$ cat src/awm_defines.svh
`ifndef AWM_DEFINES_SVH
`define AWM_DEFINES_SVH

// ----------------------------------------
// Timing
// ----------------------------------------
`define AWM_CLK_MHZ          200
`define AWM_CONFIRM_MS       2000
`define AWM_CONFIRM_CYCLES   (`AWM_CONFIRM_MS * 1000 * `AWM_CLK_MHZ)
`define AWM_ERASE_US         1000
`define AWM_ERASE_CYCLES     (`AWM_ERASE_US * `AWM_CLK_MHZ)

// ----------------------------------------
// History
// ----------------------------------------
`define AWM_HIST_DEPTH       9
`define AWM_CODE_W           8
`define AWM_CODE_NONE        8'h00

// ----------------------------------------
// Warning codes and view selectors
// ----------------------------------------
`define AWM_WARN_HEAT        8'h21
`define AWM_WARN_LOAD        8'h30
`define AWM_WARN_OPERR       8'h6C
`define AWM_VIEW_CONFIRM     2'h1
`define AWM_VIEW_INITIAL     2'h0
`define AWM_VIEW_ALARM       2'h2

`endif

$ cat src/awm_pkg.sv
package awm_pkg;

   typedef enum logic [3:0] {
      AWM_IDLE  = 4'h1,
      AWM_ALARM = 4'h2,
      AWM_CONF  = 4'h4,
      AWM_ERASE = 4'h8
   } awm_state_e;

   typedef struct packed {
      logic fwdRun;
      logic revRun;
      logic faultClear;
      logic panelRun;
   } awm_runin_s;

   typedef struct packed {
      logic clrAlarmCmd;
      logic clrAlarmHistCmd;
      logic clrWarnHistCmd;
      logic extOpMode;
   } awm_panel_s;

   typedef struct packed {
      logic overheat;
      logic overload;
      logic opAssignWhileOn;
   } awm_warnsrc_s;

endpackage

$ cat src/awm_sync.sv
`timescale 1ns/100ps
`default_nettype none

module awm_sync #(
   parameter int W = 4
) (
   // Clock and reset
   input  wire logic         ref_clk,
   input  wire logic         resetn,
   // Data
   input  wire logic [W-1:0] async_in,
   output logic      [W-1:0] sync_out
);

   logic [W-1:0] s1_ff;
   logic [W-1:0] s2_ff;
   logic [W-1:0] s3_ff;
   logic [W-1:0] nxt_sync;

   // A bit changes only once the second and third stages agree
   always_comb begin
      for (int i = 0; i < W; i++) begin
         nxt_sync[i] = (s2_ff[i] == s3_ff[i]) ? s3_ff[i] : sync_out[i];
      end
   end

   always_ff @(posedge ref_clk or negedge resetn) begin
      if (!resetn) begin
         s1_ff    <= '0;
         s2_ff    <= '0;
         s3_ff    <= '0;
         sync_out <= '0;
      end else begin
         s1_ff    <= async_in;
         s2_ff    <= s1_ff;
         s3_ff    <= s2_ff;
         sync_out <= nxt_sync;
      end
   end

endmodule

`default_nettype wire

$ cat src/awm_alarm_warning_manager.sv
// Notes on behaviour
// - A latched alarm clears on the falling edge of the fault clear input, not the rising one.
// - The fault clear input is ignored while any run signal is on.
// - After an input or panel clear the confirm view shows for 2 s, then the initial view.
// - A panel alarm clear is taken only after the run switch has gone from run to standby.
// - In external mode the startup-run fault clears itself once the run signals drop.
// - In panel mode the startup-run fault clears when the run switch goes run to standby.
// - Nine alarms are kept newest first and erased only by the panel history clear.
// - The display blinks for the whole alarm history erase.
// - The warning output is on whenever any warning is active.
// - Overheat and overload raise warnings and the motor keeps running.
// - Assigning a run function to an input already on raises a warning and stops the motor.
// - Nine warnings are kept newest first, cleared by panel command or power loss.
// - The motor is not driven unless exactly one of forward and reverse run is on.
// - The motor is inhibited while any alarm is latched.
`timescale 1ns/100ps
`default_nettype none
`include "awm_defines.svh"

module awm_alarm_warning_manager #(
   parameter int CONFIRM_CYCLES = `AWM_CONFIRM_CYCLES,
   parameter int ERASE_CYCLES   = `AWM_ERASE_CYCLES,
   parameter int DEPTH          = `AWM_HIST_DEPTH
) (
   // Clock and reset
   input  wire logic                   ref_clk,
   input  wire logic                   resetn,
   // Pins from the controller or switches
   input  wire awm_pkg::awm_runin_s    runIn,
   // Panel commands, same clock
   input  wire awm_pkg::awm_panel_s    panel,
   // Fault detection, same clock
   input  wire logic                   alarmEvent,
   input  wire logic [`AWM_CODE_W-1:0] alarmCode,
   input  wire logic                   startupFault,
   input  wire awm_pkg::awm_warnsrc_s  warnSrc,
   // Status
   output logic                        motorEnable,
   output logic                        motorDir,
   output logic                        warning_output,
   output logic                        alarmActive,
   output logic [1:0]                  displayView,
   output logic                        displayBlink,
   output logic [`AWM_CODE_W-1:0]      alarmHistTop,
   output logic [`AWM_CODE_W-1:0]      warnHistTop
);

   // ----------------------------------------
   // Input synchronisation
   // ----------------------------------------
   awm_pkg::awm_runin_s pin;

   awm_sync #(.W($bits(awm_pkg::awm_runin_s))) u_sync (
      .ref_clk  (ref_clk),
      .resetn   (resetn),
      .async_in (runIn),
      .sync_out (pin)
   );

   logic runAny;
   logic clrPrev_ff;
   logic panelPrev_ff;
   logic clrFall;
   logic panelToStby;
   assign runAny      = pin.fwdRun | pin.revRun;
   assign clrFall     = clrPrev_ff & ~pin.faultClear;
   assign panelToStby = panelPrev_ff & ~pin.panelRun;

   // ----------------------------------------
   // Alarm state machine
   // ----------------------------------------
   awm_pkg::awm_state_e state_ff;
   awm_pkg::awm_state_e nxt_state;
   logic [31:0]         timer_ff;
   logic [31:0]         nxt_timer;
   logic                armed_ff;
   logic                nxt_armed;
   logic                startup_run_fault_ff;
   logic                nxt_startup;
   logic                pendAlarm_ff;
   logic                nxt_pend;
   logic                clrFault;
   logic                clrAlarm;

   // Clear input only counts while every run signal is off
   assign clrFault = clrFall & ~runAny;
   // Panel clear needs the switch to have passed to standby first
   assign clrAlarm = clrFault | (panel.clrAlarmCmd & armed_ff);

   always_comb begin
      nxt_state   = state_ff;
      nxt_timer   = timer_ff;
      nxt_armed   = armed_ff;
      nxt_startup = startup_run_fault_ff;
      nxt_pend    = pendAlarm_ff;
      if (panelToStby) begin
         nxt_armed = 1'b1;
      end else if (pin.panelRun) begin
         nxt_armed = 1'b0;
      end
      if (startupFault) begin
         nxt_startup = 1'b1;
      end else if (panel.extOpMode && !runAny) begin
         nxt_startup = 1'b0;
      end else if (!panel.extOpMode && panelToStby) begin
         nxt_startup = 1'b0;
      end
      case (state_ff)
         awm_pkg::AWM_IDLE: begin
            if (alarmEvent) begin
               nxt_state = awm_pkg::AWM_ALARM;
            end else if (panel.clrAlarmHistCmd) begin
               nxt_state = awm_pkg::AWM_ERASE;
               nxt_timer = 32'(ERASE_CYCLES);
            end
         end
         awm_pkg::AWM_ALARM: begin
            if (clrAlarm && !alarmEvent) begin
               nxt_state = awm_pkg::AWM_CONF;
               nxt_timer = 32'(CONFIRM_CYCLES);
            end
         end
         awm_pkg::AWM_CONF: begin
            if (alarmEvent) begin
               nxt_state = awm_pkg::AWM_ALARM;
            end else if (timer_ff <= 32'h1) begin
               nxt_state = awm_pkg::AWM_IDLE;
            end else begin
               nxt_timer = timer_ff - 32'h1;
            end
         end
         awm_pkg::AWM_ERASE: begin
            // An alarm mid-erase is held latched so the erase still runs to its end
            if (alarmEvent) begin
               nxt_pend = 1'b1;
            end
            if (timer_ff <= 32'h1) begin
               nxt_state = (alarmEvent || pendAlarm_ff) ? awm_pkg::AWM_ALARM
                                                        : awm_pkg::AWM_IDLE;
               nxt_pend  = 1'b0;
            end else begin
               nxt_timer = timer_ff - 32'h1;
            end
         end
         default: nxt_state = awm_pkg::AWM_IDLE;
      endcase
   end

   always_ff @(posedge ref_clk or negedge resetn) begin
      if (!resetn) begin
         state_ff             <= awm_pkg::AWM_IDLE;
         timer_ff             <= 32'h0;
         armed_ff             <= 1'b0;
         startup_run_fault_ff <= 1'b0;
         pendAlarm_ff         <= 1'b0;
         clrPrev_ff           <= 1'b0;
         panelPrev_ff         <= 1'b0;
      end else begin
         state_ff             <= nxt_state;
         timer_ff             <= nxt_timer;
         armed_ff             <= nxt_armed;
         startup_run_fault_ff <= nxt_startup;
         pendAlarm_ff         <= nxt_pend;
         clrPrev_ff           <= pin.faultClear;
         panelPrev_ff         <= pin.panelRun;
      end
   end

   // ----------------------------------------
   // Alarm and warning histories
   // ----------------------------------------
   // Alarm store stands in for non-volatile cells; reset does not touch it
   logic [`AWM_CODE_W-1:0] alarmHist [DEPTH];
   logic [`AWM_CODE_W-1:0] warnHist  [DEPTH];
   logic [`AWM_CODE_W-1:0] nxtWarnCode;
   logic [2:0]             warnPrev_ff;
   awm_pkg::awm_warnsrc_s  warnRise;
   logic                   eraseDone;
   assign warnRise  = warnSrc & ~warnPrev_ff;
   assign eraseDone = (state_ff == awm_pkg::AWM_ERASE) && (timer_ff <= 32'h1);

   always_comb begin
      nxtWarnCode = `AWM_CODE_NONE;
      if (warnRise.opAssignWhileOn) begin
         nxtWarnCode = `AWM_WARN_OPERR;
      end else if (warnRise.overload) begin
         nxtWarnCode = `AWM_WARN_LOAD;
      end else if (warnRise.overheat) begin
         nxtWarnCode = `AWM_WARN_HEAT;
      end
   end

   genvar g;
   generate
      for (g = 0; g < DEPTH; g++) begin : gHist
         always_ff @(posedge ref_clk) begin
            if (eraseDone) begin
               // A code arriving as the erase ends survives it
               alarmHist[g] <= (g == 0 && alarmEvent) ? alarmCode : `AWM_CODE_NONE;
            end else if (alarmEvent) begin
               alarmHist[g] <= (g == 0) ? alarmCode : alarmHist[(g == 0) ? 0 : g-1];
            end
         end
         always_ff @(posedge ref_clk or negedge resetn) begin
            if (!resetn) begin
               warnHist[g] <= `AWM_CODE_NONE;
            end else if (panel.clrWarnHistCmd) begin
               // A warning rising with the clear is kept as the only entry
               warnHist[g] <= (g == 0) ? nxtWarnCode : `AWM_CODE_NONE;
            end else if (nxtWarnCode != `AWM_CODE_NONE) begin
               warnHist[g] <= (g == 0) ? nxtWarnCode : warnHist[(g == 0) ? 0 : g-1];
            end
         end
      end
   endgenerate

   // ----------------------------------------
   // Outputs, all registered
   // ----------------------------------------
   logic alarmLatched;
   logic driveOk;
   assign alarmLatched = (state_ff == awm_pkg::AWM_ALARM) | startup_run_fault_ff
                         | pendAlarm_ff;
   // Operation error stops the motor; overheat and overload do not
   assign driveOk = (pin.fwdRun ^ pin.revRun)
                    & ~alarmLatched
                    & ~warnSrc.opAssignWhileOn;

   always_ff @(posedge ref_clk or negedge resetn) begin
      if (!resetn) begin
         warnPrev_ff    <= 3'h0;
         motorEnable    <= 1'b0;
         motorDir       <= 1'b0;
         warning_output <= 1'b0;
         alarmActive    <= 1'b0;
         displayView    <= `AWM_VIEW_INITIAL;
         displayBlink   <= 1'b0;
         alarmHistTop   <= `AWM_CODE_NONE;
         warnHistTop    <= `AWM_CODE_NONE;
      end else begin
         warnPrev_ff    <= warnSrc;
         motorEnable    <= driveOk;
         motorDir       <= pin.revRun;
         warning_output <= |warnSrc;
         alarmActive    <= alarmLatched;
         displayView    <= (state_ff == awm_pkg::AWM_CONF) ? `AWM_VIEW_CONFIRM :
                           alarmLatched ? `AWM_VIEW_ALARM : `AWM_VIEW_INITIAL;
         displayBlink   <= (state_ff == awm_pkg::AWM_ERASE);
         alarmHistTop   <= alarmHist[0];
         warnHistTop    <= warnHist[0];
      end
   end

endmodule

`default_nettype wire

$ cat config.mk
export PLATFORM = sky130hd
export DESIGN_NAME = awm_alarm_warning_manager
export DESIGN_NICKNAME = d
export VERILOG_FILES = /design/src/awm_pkg.sv /design/src/awm_sync.sv /design/src/awm_alarm_warning_manager.sv
export VERILOG_INCLUDE_DIRS = /design/src
export SDC_FILE = /design/constraint.sdc
export NUM_CORES = 1
export LEC_CHECK = 0
export BUFFER_PORTS_ARGS = -buffer_cell sky130_fd_sc_hd__buf_2
export CORE_MARGIN = 2
export CORE_UTILIZATION = 58
export DETAILED_ROUTE_END_ITERATION = 16
export PLACE_DENSITY_LB_ADDON = 0.15
export SETUP_SLACK_MARGIN = 0.15
export SYNTH_ARGS = -nofsm -noshare
export SYNTH_HDL_FRONTEND = slang
export SYNTH_HIERARCHICAL = 1
export SYNTH_SLANG_ARGS = --single-unit
$ cat constraint.sdc
create_clock -name ref_clk -period 2.7 [get_ports ref_clk]
set_clock_uncertainty 0.15 [all_clocks]
set_input_delay 0.54 -clock ref_clk [delete_from_list [all_inputs] [get_ports ref_clk]]
set_output_delay 0.54 -clock ref_clk [all_outputs]
set_load 0.005 [all_outputs]
Word level (Yosys, flattened, before mapping)
Memories as Yosys holds them, arrays and structs flattened. Index checks and enable logic that the tools add are counted.

Flip-flop bits (word level): 91. Bits in writable memories: 72. Input bits: 23. Output and inout bits: 23. Memories: 1.

Add/subtract/negate cells: 1. Order comparisons: 1. Equal/unequal tests: 15. Multiplexer cells: 43. Bitwise logic cells: 27. Reductions and logical operators: 18.

Memory list: alarmHist (depth 9, width 8, read ports 8, clocked after memory_dff 0, wr ports 9, RTL line awm_alarm_warning_manager.sv:173) `` logic [`AWM_CODE_W-1:0] alarmHist [DEPTH]; ``.

Operators with widths (number): 32-bit 2-to-1 mux (5); 32-bit one-hot mux with 4 select lines (1); 8-bit 2-to-1 mux (12); 32-bit by 1-bit <= comparator with 1-bit output, second input constant (1); 32-bit by 1-bit subtractor with 32-bit output, second input constant (1); 4-bit 2-to-1 mux (6); 4-bit one-hot mux with 4 select lines (1); 1-bit OR (13); 1-bit 2-to-1 mux (12); 6-bit 2-to-1 mux (2); 2-bit inequality test, second input constant (5); 8-bit nonzero test (1); 7-bit 2-to-1 mux (1); 1-bit bitwise AND (6); 2-bit 2-to-1 mux (3); 3-bit inequality test, second input constant (2); 2-bit nonzero test (3); 1-bit NOT (5); 5-bit AND reduction (1); 1-bit equality test (4); 4-bit by 1-bit equality test with 1-bit output, second input constant (1); 4-bit by 2-bit equality test with 1-bit output, second input constant (1); 4-bit by 3-bit equality test with 1-bit output, second input constant (1); 4-bit equality test, second input constant (1); 11 further kinds (16).

Logic depth before layout (Yosys ltp)
Gate-level depths: netlist (run 1).

Word-level depth: 8. Gate-level depth with buffers: 9. Depth with buffers taken out: 7.

By module
The synthesis (run 1) kept the hierarchy.

Modules (own cells, without submodules): awm_alarm_warning_manager (instances 1, cells an instance 357, area an instance 3854.9 um2, sequential area each 1918.1 um2); awm_sync (instances 1, cells an instance 20, area an instance 445.4 um2, sequential area each 400.4 um2).

Worst setup path before layout (run 1)
No wires, ideal clock.

Path type: register to register. Start: register timer_ff[27]. End: register timer_ff[24]. Data arrival time: 2025 ps. Data required time: 2408 ps. Path slack: 383 ps. Stages on the path, launching flop included: 7. Path buffers: 1. Path through: dfrtp_1 -> nor4_1 -> nand3b_1 -> or4_4 -> o21ai_4 -> buf_6 -> o211ai_1.

Longest elaborated chain between the ends: 4.

Ends and longest elaborated chain: from (decl) (RTL line awm_alarm_warning_manager.sv:74) `logic [31:0] timer_ff;`; from (signal assigned) (RTL line awm_alarm_warning_manager.sv:160) `timer_ff <= nxt_timer;`; 32-bit by 1-bit <= comparator with 1-bit output * (RTL line awm_alarm_warning_manager.sv:126, awm_alarm_warning_manager.sv:137); 32-bit 2-to-1 mux *; 32-bit 2-to-1 mux; 32-bit one-hot mux with 4 select lines *.

Mark *: on every way between the ends. The rest lies on a longest branch, timed or not. The select of a mux whose other input is x is not followed. A chain may end at the register's enable or synchronous reset.

Final worst setup path (run 1)
Start: register state_ff[0]. End: register timer_ff[16].

Longest elaborated chain between the ends: 3. Elaborated cells between the ends (all ways): 11.

Ends and longest elaborated chain: from (decl) (RTL line awm_alarm_warning_manager.sv:72) `awm_pkg::awm_state_e state_ff;`; from (signal assigned) (RTL line awm_alarm_warning_manager.sv:151) `state_ff <= awm_pkg::AWM_IDLE;`; from (signal assigned) (RTL line awm_alarm_warning_manager.sv:159) `state_ff <= nxt_state;`; 4-bit by 2-bit equality test with 1-bit output, or another cell as far along (RTL line awm_alarm_warning_manager.sv:108) `case (state_ff)`; 4-bit nonzero test (no source line) or 2-bit inequality test (tied branches); 5-bit AND reduction (no source line).

Parallel ways exist; a longest one is shown, timed or not.

==> results of run 1 <==
[cells in the final DEF (no fill, tap or decap), types with 5 or more instances in the layout]
cell	n
inv_1	11
buf_4	33
nand2_1	23
nor4_4	5
or3_1	10
mux2i_1	5
nor2_1	19
dfrtp_1	82
nand2b_1	15
nor4_1	10
nor3_1	9
o31ai_1	21
edfxtp_1	8
a21oi_1	16
a31oi_1	8
nand3_1	7
clkbuf_8	9
buf_2	42
and2_1	8
o21ai_1	5
or4_1	7
[layer usage]
layer,wire (um),GRT usage (%),share of wire [%],up-vias
li1,-,-,-,1553
met1,4120,35.0,44,1649
met2,4440,36.0,47,130
met3,676,5.45,7.2,19
met4,160,9.87,1.7,0
met5,0,0,0,-
[power groups by stage]
stage | Combinational [uW] | Sequential [uW] | Clock (uW)
floorplan | 1100 | 1670 | 0
global placement | 1530 | 1750 | 0
detailed placement | 1570 | 1760 | 0
CTS | 1590 | 1740 | 933
global route | 1830 | 1760 | 993
finish | 1670 | 1740 | 916
[cell families (layout without fill, tap and decap cells)]
logic type | Yosys count | count (layout)
AO/OA/AOI/OAI | 93 | 93
XOR/XNOR | 1 | 1
adder cells (fa/ha/maj) | 7 | 7
buffers and inverters | 34 | 106
flip-flops | 91 | 91
multiplexers | 6 | 6
other | 1 | 2
AND/OR/NAND/NOR | 144 | 144
[stage by stage]
step           total power (uW)  cell area (um2)  hold WS [ps]  util (%)  setup slack (ps)
6_report                   4330             5040         -1.92      69.9               196
5_1_grt                    4590             5040          30.5      69.9              91.5
4_1_cts                    4260             4980          15.5      69.0               161
3_5_place_dp               3330             4770           185      66.2              72.0
3_3_place_gp               3280             4770           181      66.2               160
2_1_floorplan              2770             4300          94.4         -               383
[layout make-up]
type | count | area, um2 | share of cell area, %
Tap cell | 99 | 124 | 2.46
Multi-Input combinational cell | 253 | 1830 | 36.3
Timing Repair Buffer | 79 | 538 | 10.7
Inverter | 11 | 41.3 | 0.818
Sequential cell | 91 | 2320 | 46.0
Clock inverter | 5 | 62.6 | 1.24
Clock buffer | 11 | 131 | 2.60
[sequential cells by signal, indices dropped and copies added, names as in the netlist, 2 cells and up]
signal / cells
alarmHist: 8
alarmHistTop: 8
displayView: 2
state_ff: 4
timer_ff: 32
u_sync/s1_ff: 4
u_sync/s2_ff: 4
u_sync/s3_ff: 4
u_sync/sync_out: 4
warnHist: 4
warnHistTop: 4
warnPrev_ff: 3
[what timing repair did]
item,4_1_cts,5_1_grt
hold buffers,0,0
pin swaps,1,2
setup endpoints to repair,3,33
setup buffers,0,5
resized for setup,2,4
[path summary, 6_finish.rpt]
check                                      from               to  slack [ps]  depth (start not counted)
worst min-delay path                     resetn   warnHistTop[4]          -2                          1
max in group asynchronous                resetn      state_ff[0]        1730                          2
worst max register to register      state_ff[0]     timer_ff[16]         200                          6
worst min register to register  alarmHist[0][7]  alarmHistTop[7]         200                          0
min in group ref_clk                   runIn[1]  u_sync/s1_ff[1]         130                          1
worst max-delay path                state_ff[0]     timer_ff[16]         200                          6
[worst max-delay path: stages, from the launching register on]
cell and delay (ps):
dfstp_2 610, nand4bb_1 190, a211oi_4 360, o22ai_4 200
buf_4 210, o31ai_1 280, or3b_1 370
==> reports/qor.csv, run 1 <==
metric,value,unit
Cell Rows,31,
Vias/cell,6.10,
Core Region,0.00721,mm2
max_slew headroom,50.3,%
switching part of the total,36.8,%
Worst setup EP type,flip-flop,
Mapped Area,0.00430,mm2
PD cells,857,mW/mm2
P_sw,1590,uW
top-count cell post-synth,dfrtp_1,
Sink Count,91,
number of enable flip-flop cells after synthesis,8,
Top-Level Pins,46,
internal power,2730,uW
Worst-path clk slew,90,ps
simple-gate share of the synthesized area,21.3,%
die area,0.00812,mm2
share of layout cells above drive strength 1,27.1,%
sequential power share,40.1,%
final WL,9390,um
fin cells,549,
hold_ws,-1.92,ps
first-pass GRT wire length,15700,um
Ant. Diodes,0,
Slew Limit Fails,0,
post-route ant nets,0,
Syn Inst Count,377,
Worst Path Arrival,2600,ps
Tot GR Track Use,24.3,%
CP required,2790,ps
cell accounting for the most synthesized area,dfrtp_1,
MaxCap Viol Count,0,
CTS tree,done,
# DRC,0,
yosys warns,6,
Crit Path Category,reg -> reg,
Vias,3351,
CTS Buf Count,9,
Post-Synth Adder-Cell Area,1.92,%
Area contributors post-synth,"dfrtp_1, edfxtp_1, o31ai_1",
Final HPWL DP,6560,um
TritonRoute pass-1 iters,4,
clock share of power,21.2,%
worst slew pin tran,741,ps
post-synthesis sequential element count,91,
top_reg_cell synth,dfrtp_1,
Comb power frac,38.7,%
Wirelength per Cell,17.1,um
Hold WC Path Type,in -> async,
Fmax,0.399,GHz
DRT iter0 DRCs,195,
failing checks,hold timing,
final net count,471,
clock buffer depth,2,
status,"complete, but fails checks",
fillers,549,
Worst setup SP type,flip-flop,
unrepaired setup endpoints after global routing,yes,
# setup viols final,0,
CTS root buf,clkbuf_8,
die width,90.1,um
register area share after synthesis,53.9,%
Synth Area in XOR/XNOR,0.204,%
Leak,0.00210,uW
main combinational cell family by area after synthesis,simple AND/OR/NAND/NOR gates,
share of the synthesized area in the top cell type,47.7,%
Fin Setup TNS,0,ps
Placed Instances,528,
ys async rst share,91.2,%
area grow syn2layout,17.3,%
synth unique cells,69,
period utilization,92.7,%
Post-synth top cells,"dfrtp_1, nand2_1, o31ai_1, nor2_1, a21oi_1",
initial antenna violation count,0,
CP max FO,12,
vias in the first global route,3215,
compound-gate portion of the synthesized area,16.6,%
clk_lat worst skew,360,ps
height of the die,90.1,um
minimum clock period,2500,ps
grt ovf,0,
largest net degree at the start of global routing,43,
Final Hold Viols,1,
syn_area_per_cell,11.4,um2
initial cell density of the core,59.6,%
routability cong.,0.909,
H-tree levels,3,
Buffers on Ports,43,
fraction of synthesized area in multiplexers,1.43,%
Peak VDD IR,400,uV
(Power assumes the default switching activity.)
==> run 2: changes to the inputs <==
--- a/config.mk
+++ b/config.mk
@@ -7,8 +7,10 @@
 export NUM_CORES = 1
 export LEC_CHECK = 0
 export BUFFER_PORTS_ARGS = -buffer_cell sky130_fd_sc_hd__buf_2
+export CELL_PAD_IN_SITES_DETAIL_PLACEMENT = 0
+export CELL_PAD_IN_SITES_GLOBAL_PLACEMENT = 2
 export CORE_MARGIN = 2
-export CORE_UTILIZATION = 58
+export CORE_UTILIZATION = 39
 export DETAILED_ROUTE_END_ITERATION = 16
 export PLACE_DENSITY_LB_ADDON = 0.15
 export SETUP_SLACK_MARGIN = 0.15
==> reports/qor.csv, run 2 (same netlist as run 1, synthesis figures left out) <==
metric,value,unit,change
first-pass GRT wire length,16800,um,+6.8%
share of layout cells above drive strength 1,27.8,%,+0.67 points
Cell Rows,38,,+23%
status,finished clean,,
CP startpoint,timer_ff[27],,
Final HPWL DP,7070,um,+7.7%
Hold WC Path Type,in -> reg,,
Tot GR Track Use,18.7,%,-5.6 points
H-tree levels,3,,unchanged
vias in the first global route,3204,,-0.34%
largest registers,"timer_ff: 32 flops, alarmHistTop: 8 flops, alarmHist: 8 flops",,
Fmax,0.414,GHz,+3.8%
Hold Startpoint,runIn[1],,
Placed Instances,573,,+8.5%
CTS root buf,clkbuf_8,,
Slew Limit Fails,0,,unchanged
initial antenna violation count,0,,unchanged
period utilization,89.4,%,-3.4 points
CTS Buf Count,9,,unchanged
Sink Count,91,,unchanged
Vias,3157,,-5.8%
TritonRoute pass-1 iters,4,,unchanged
Fin Setup TNS,0,ps,unchanged
final net count,471,,unchanged
height of the die,109,um,+21%
grt ovf,0,,unchanged
area grow syn2layout,17.6,%,
Core Region,0.0108,mm2,+50%
CP max FO,7,,-5
internal reg-to-reg setup slack,290,ps,+90 ps
CTS tree,done,,
# setup viols final,0,,unchanged
max_slew headroom,62.9,%,+13 points
Buffers on Ports,43,,unchanged
Final Hold Viols,0,,-1
DRT iter0 DRCs,182,,-6.7%
largest net degree at the start of global routing,44,,+2.3%
"commonest non-fill, non-tap cell in the layout",dfrtp_1,,
Wirelength per Cell,17.1,um,about the same
Leak,0.00208,uW,-0.55%
Ant. Diodes,0,,unchanged
die area,0.0119,mm2,+46%
fin cells,590,,+7.5%
R2R Path End,timer_ff[5],,
Peak VDD IR,360,uV,-9.9%
worst r2r src,timer_ff[27],,
Worst-path clk slew,100,ps,about the same
MaxCap Viol Count,0,,unchanged
Crit Path Category,reg -> reg,,
Worst Path Arrival,2520,ps,-80 ps
most frequent cells in the layout,"dfrtp_1, buf_2, buf_4, nand2_1, o31ai_1",,
crit path capture,timer_ff[5],,
Worst setup EP type,flip-flop,,
die width,109,um,+21%
worst slew pin tran,557,ps,-184 ps
post-route ant nets,0,,unchanged
final WL,10100,um,+7.5%
minimum clock period,2410,ps,-91.2 ps
Top-Level Pins,46,,unchanged
Worst setup SP type,flip-flop,,
max reg flops,32,,unchanged
unrepaired setup endpoints after global routing,yes,,
# DRC,0,,unchanged
initial cell density of the core,39.8,%,-20 points
PD cells,832,mW/mm2,-3.0%
register bank with the most flops,timer_ff,,
routability cong.,0.765,,-16%
clock buffer depth,2,,unchanged
CP required,2810,ps,+20 ps
R2R cell count,6,,unchanged
clk_lat worst skew,380,ps,+20 ps
Vias/cell,5.35,,-12%
[run 2: repair_timing]
item | in CTS | in global routing
pin swaps | 1 | 2
setup endpoints to repair | 8 | 39
setup buffers | 0 | 0
gates resized for setup | 1 | 6
gates cloned | 0 | 0
hold buffers | 1 | 0
endpoints found under the hold margin | 6 | 0
[run 2: how the worst min path moves through the flow]
stage / end / slack, ps / cells after the start
finish: u_sync/s1_ff[1] / 110 / 1
global route: u_sync/s1_ff[1] / 80 / 1
CTS: u_sync/s1_ff[1] / 80 / 1
detailed placement: alarmHistTop[0] / 180 / 0
global placement: alarmHistTop[5] / 180 / 0
floorplan: alarmActive / 90 / 0
[run 2: metrics by stage]
step	worst slack (ps)	hold WS, ps	utilization [%]	instance area (um2)	power [uW]
2_1_floorplan	383	94.4	-	4300	2770
6_report	287	109	46.9	5060	4210
4_1_cts	158	82.7	46.6	5030	4240
3_5_place_dp	108	184	44.9	4840	3360
5_1_grt	137	80.9	46.9	5060	4500
3_3_place_gp	134	182	44.9	4840	3340
[run 2: cell type report]
class                   instances  area (um2)
clock buffers                  10         128
clock inverters                 6        47.5
fillers                      1034        5740
inverters                      11        41.3
multi-input cells             253        1820
flip-flops and latches         91        2320
well taps                     140         175
repair buffers                 79         528
[run 2: worst max-delay path: stages, from the launching register on]
cell and delay (ps):
dfrtp_1 440, nor4_2 340, nand3b_1 270, or4_4 650
o21ai_4 170, buf_4 180, o31ai_1 90
[run 2: layer usage]
metal  global-route usage (%)  part of all wire, %  wire length [um]  up-vias
met5                        0                    0                 0        -
met4                     6.59                  2.0               204        0
met3                     5.02                  4.4               445       16
met2                     30.2                   48              4840       73
met1                     24.2                   46              4610     1522
li1                         -                    -                 -     1546
[run 2: power breakdown]
| group | internal [uW] | leakage, uW | switching [uW] |
|---|---|---|---|
| registers | 1560 | 0.00109 | 186 |
| clock network | 345 | 0.0000925 | 526 |
| logic | 686 | 0.000900 | 906 |
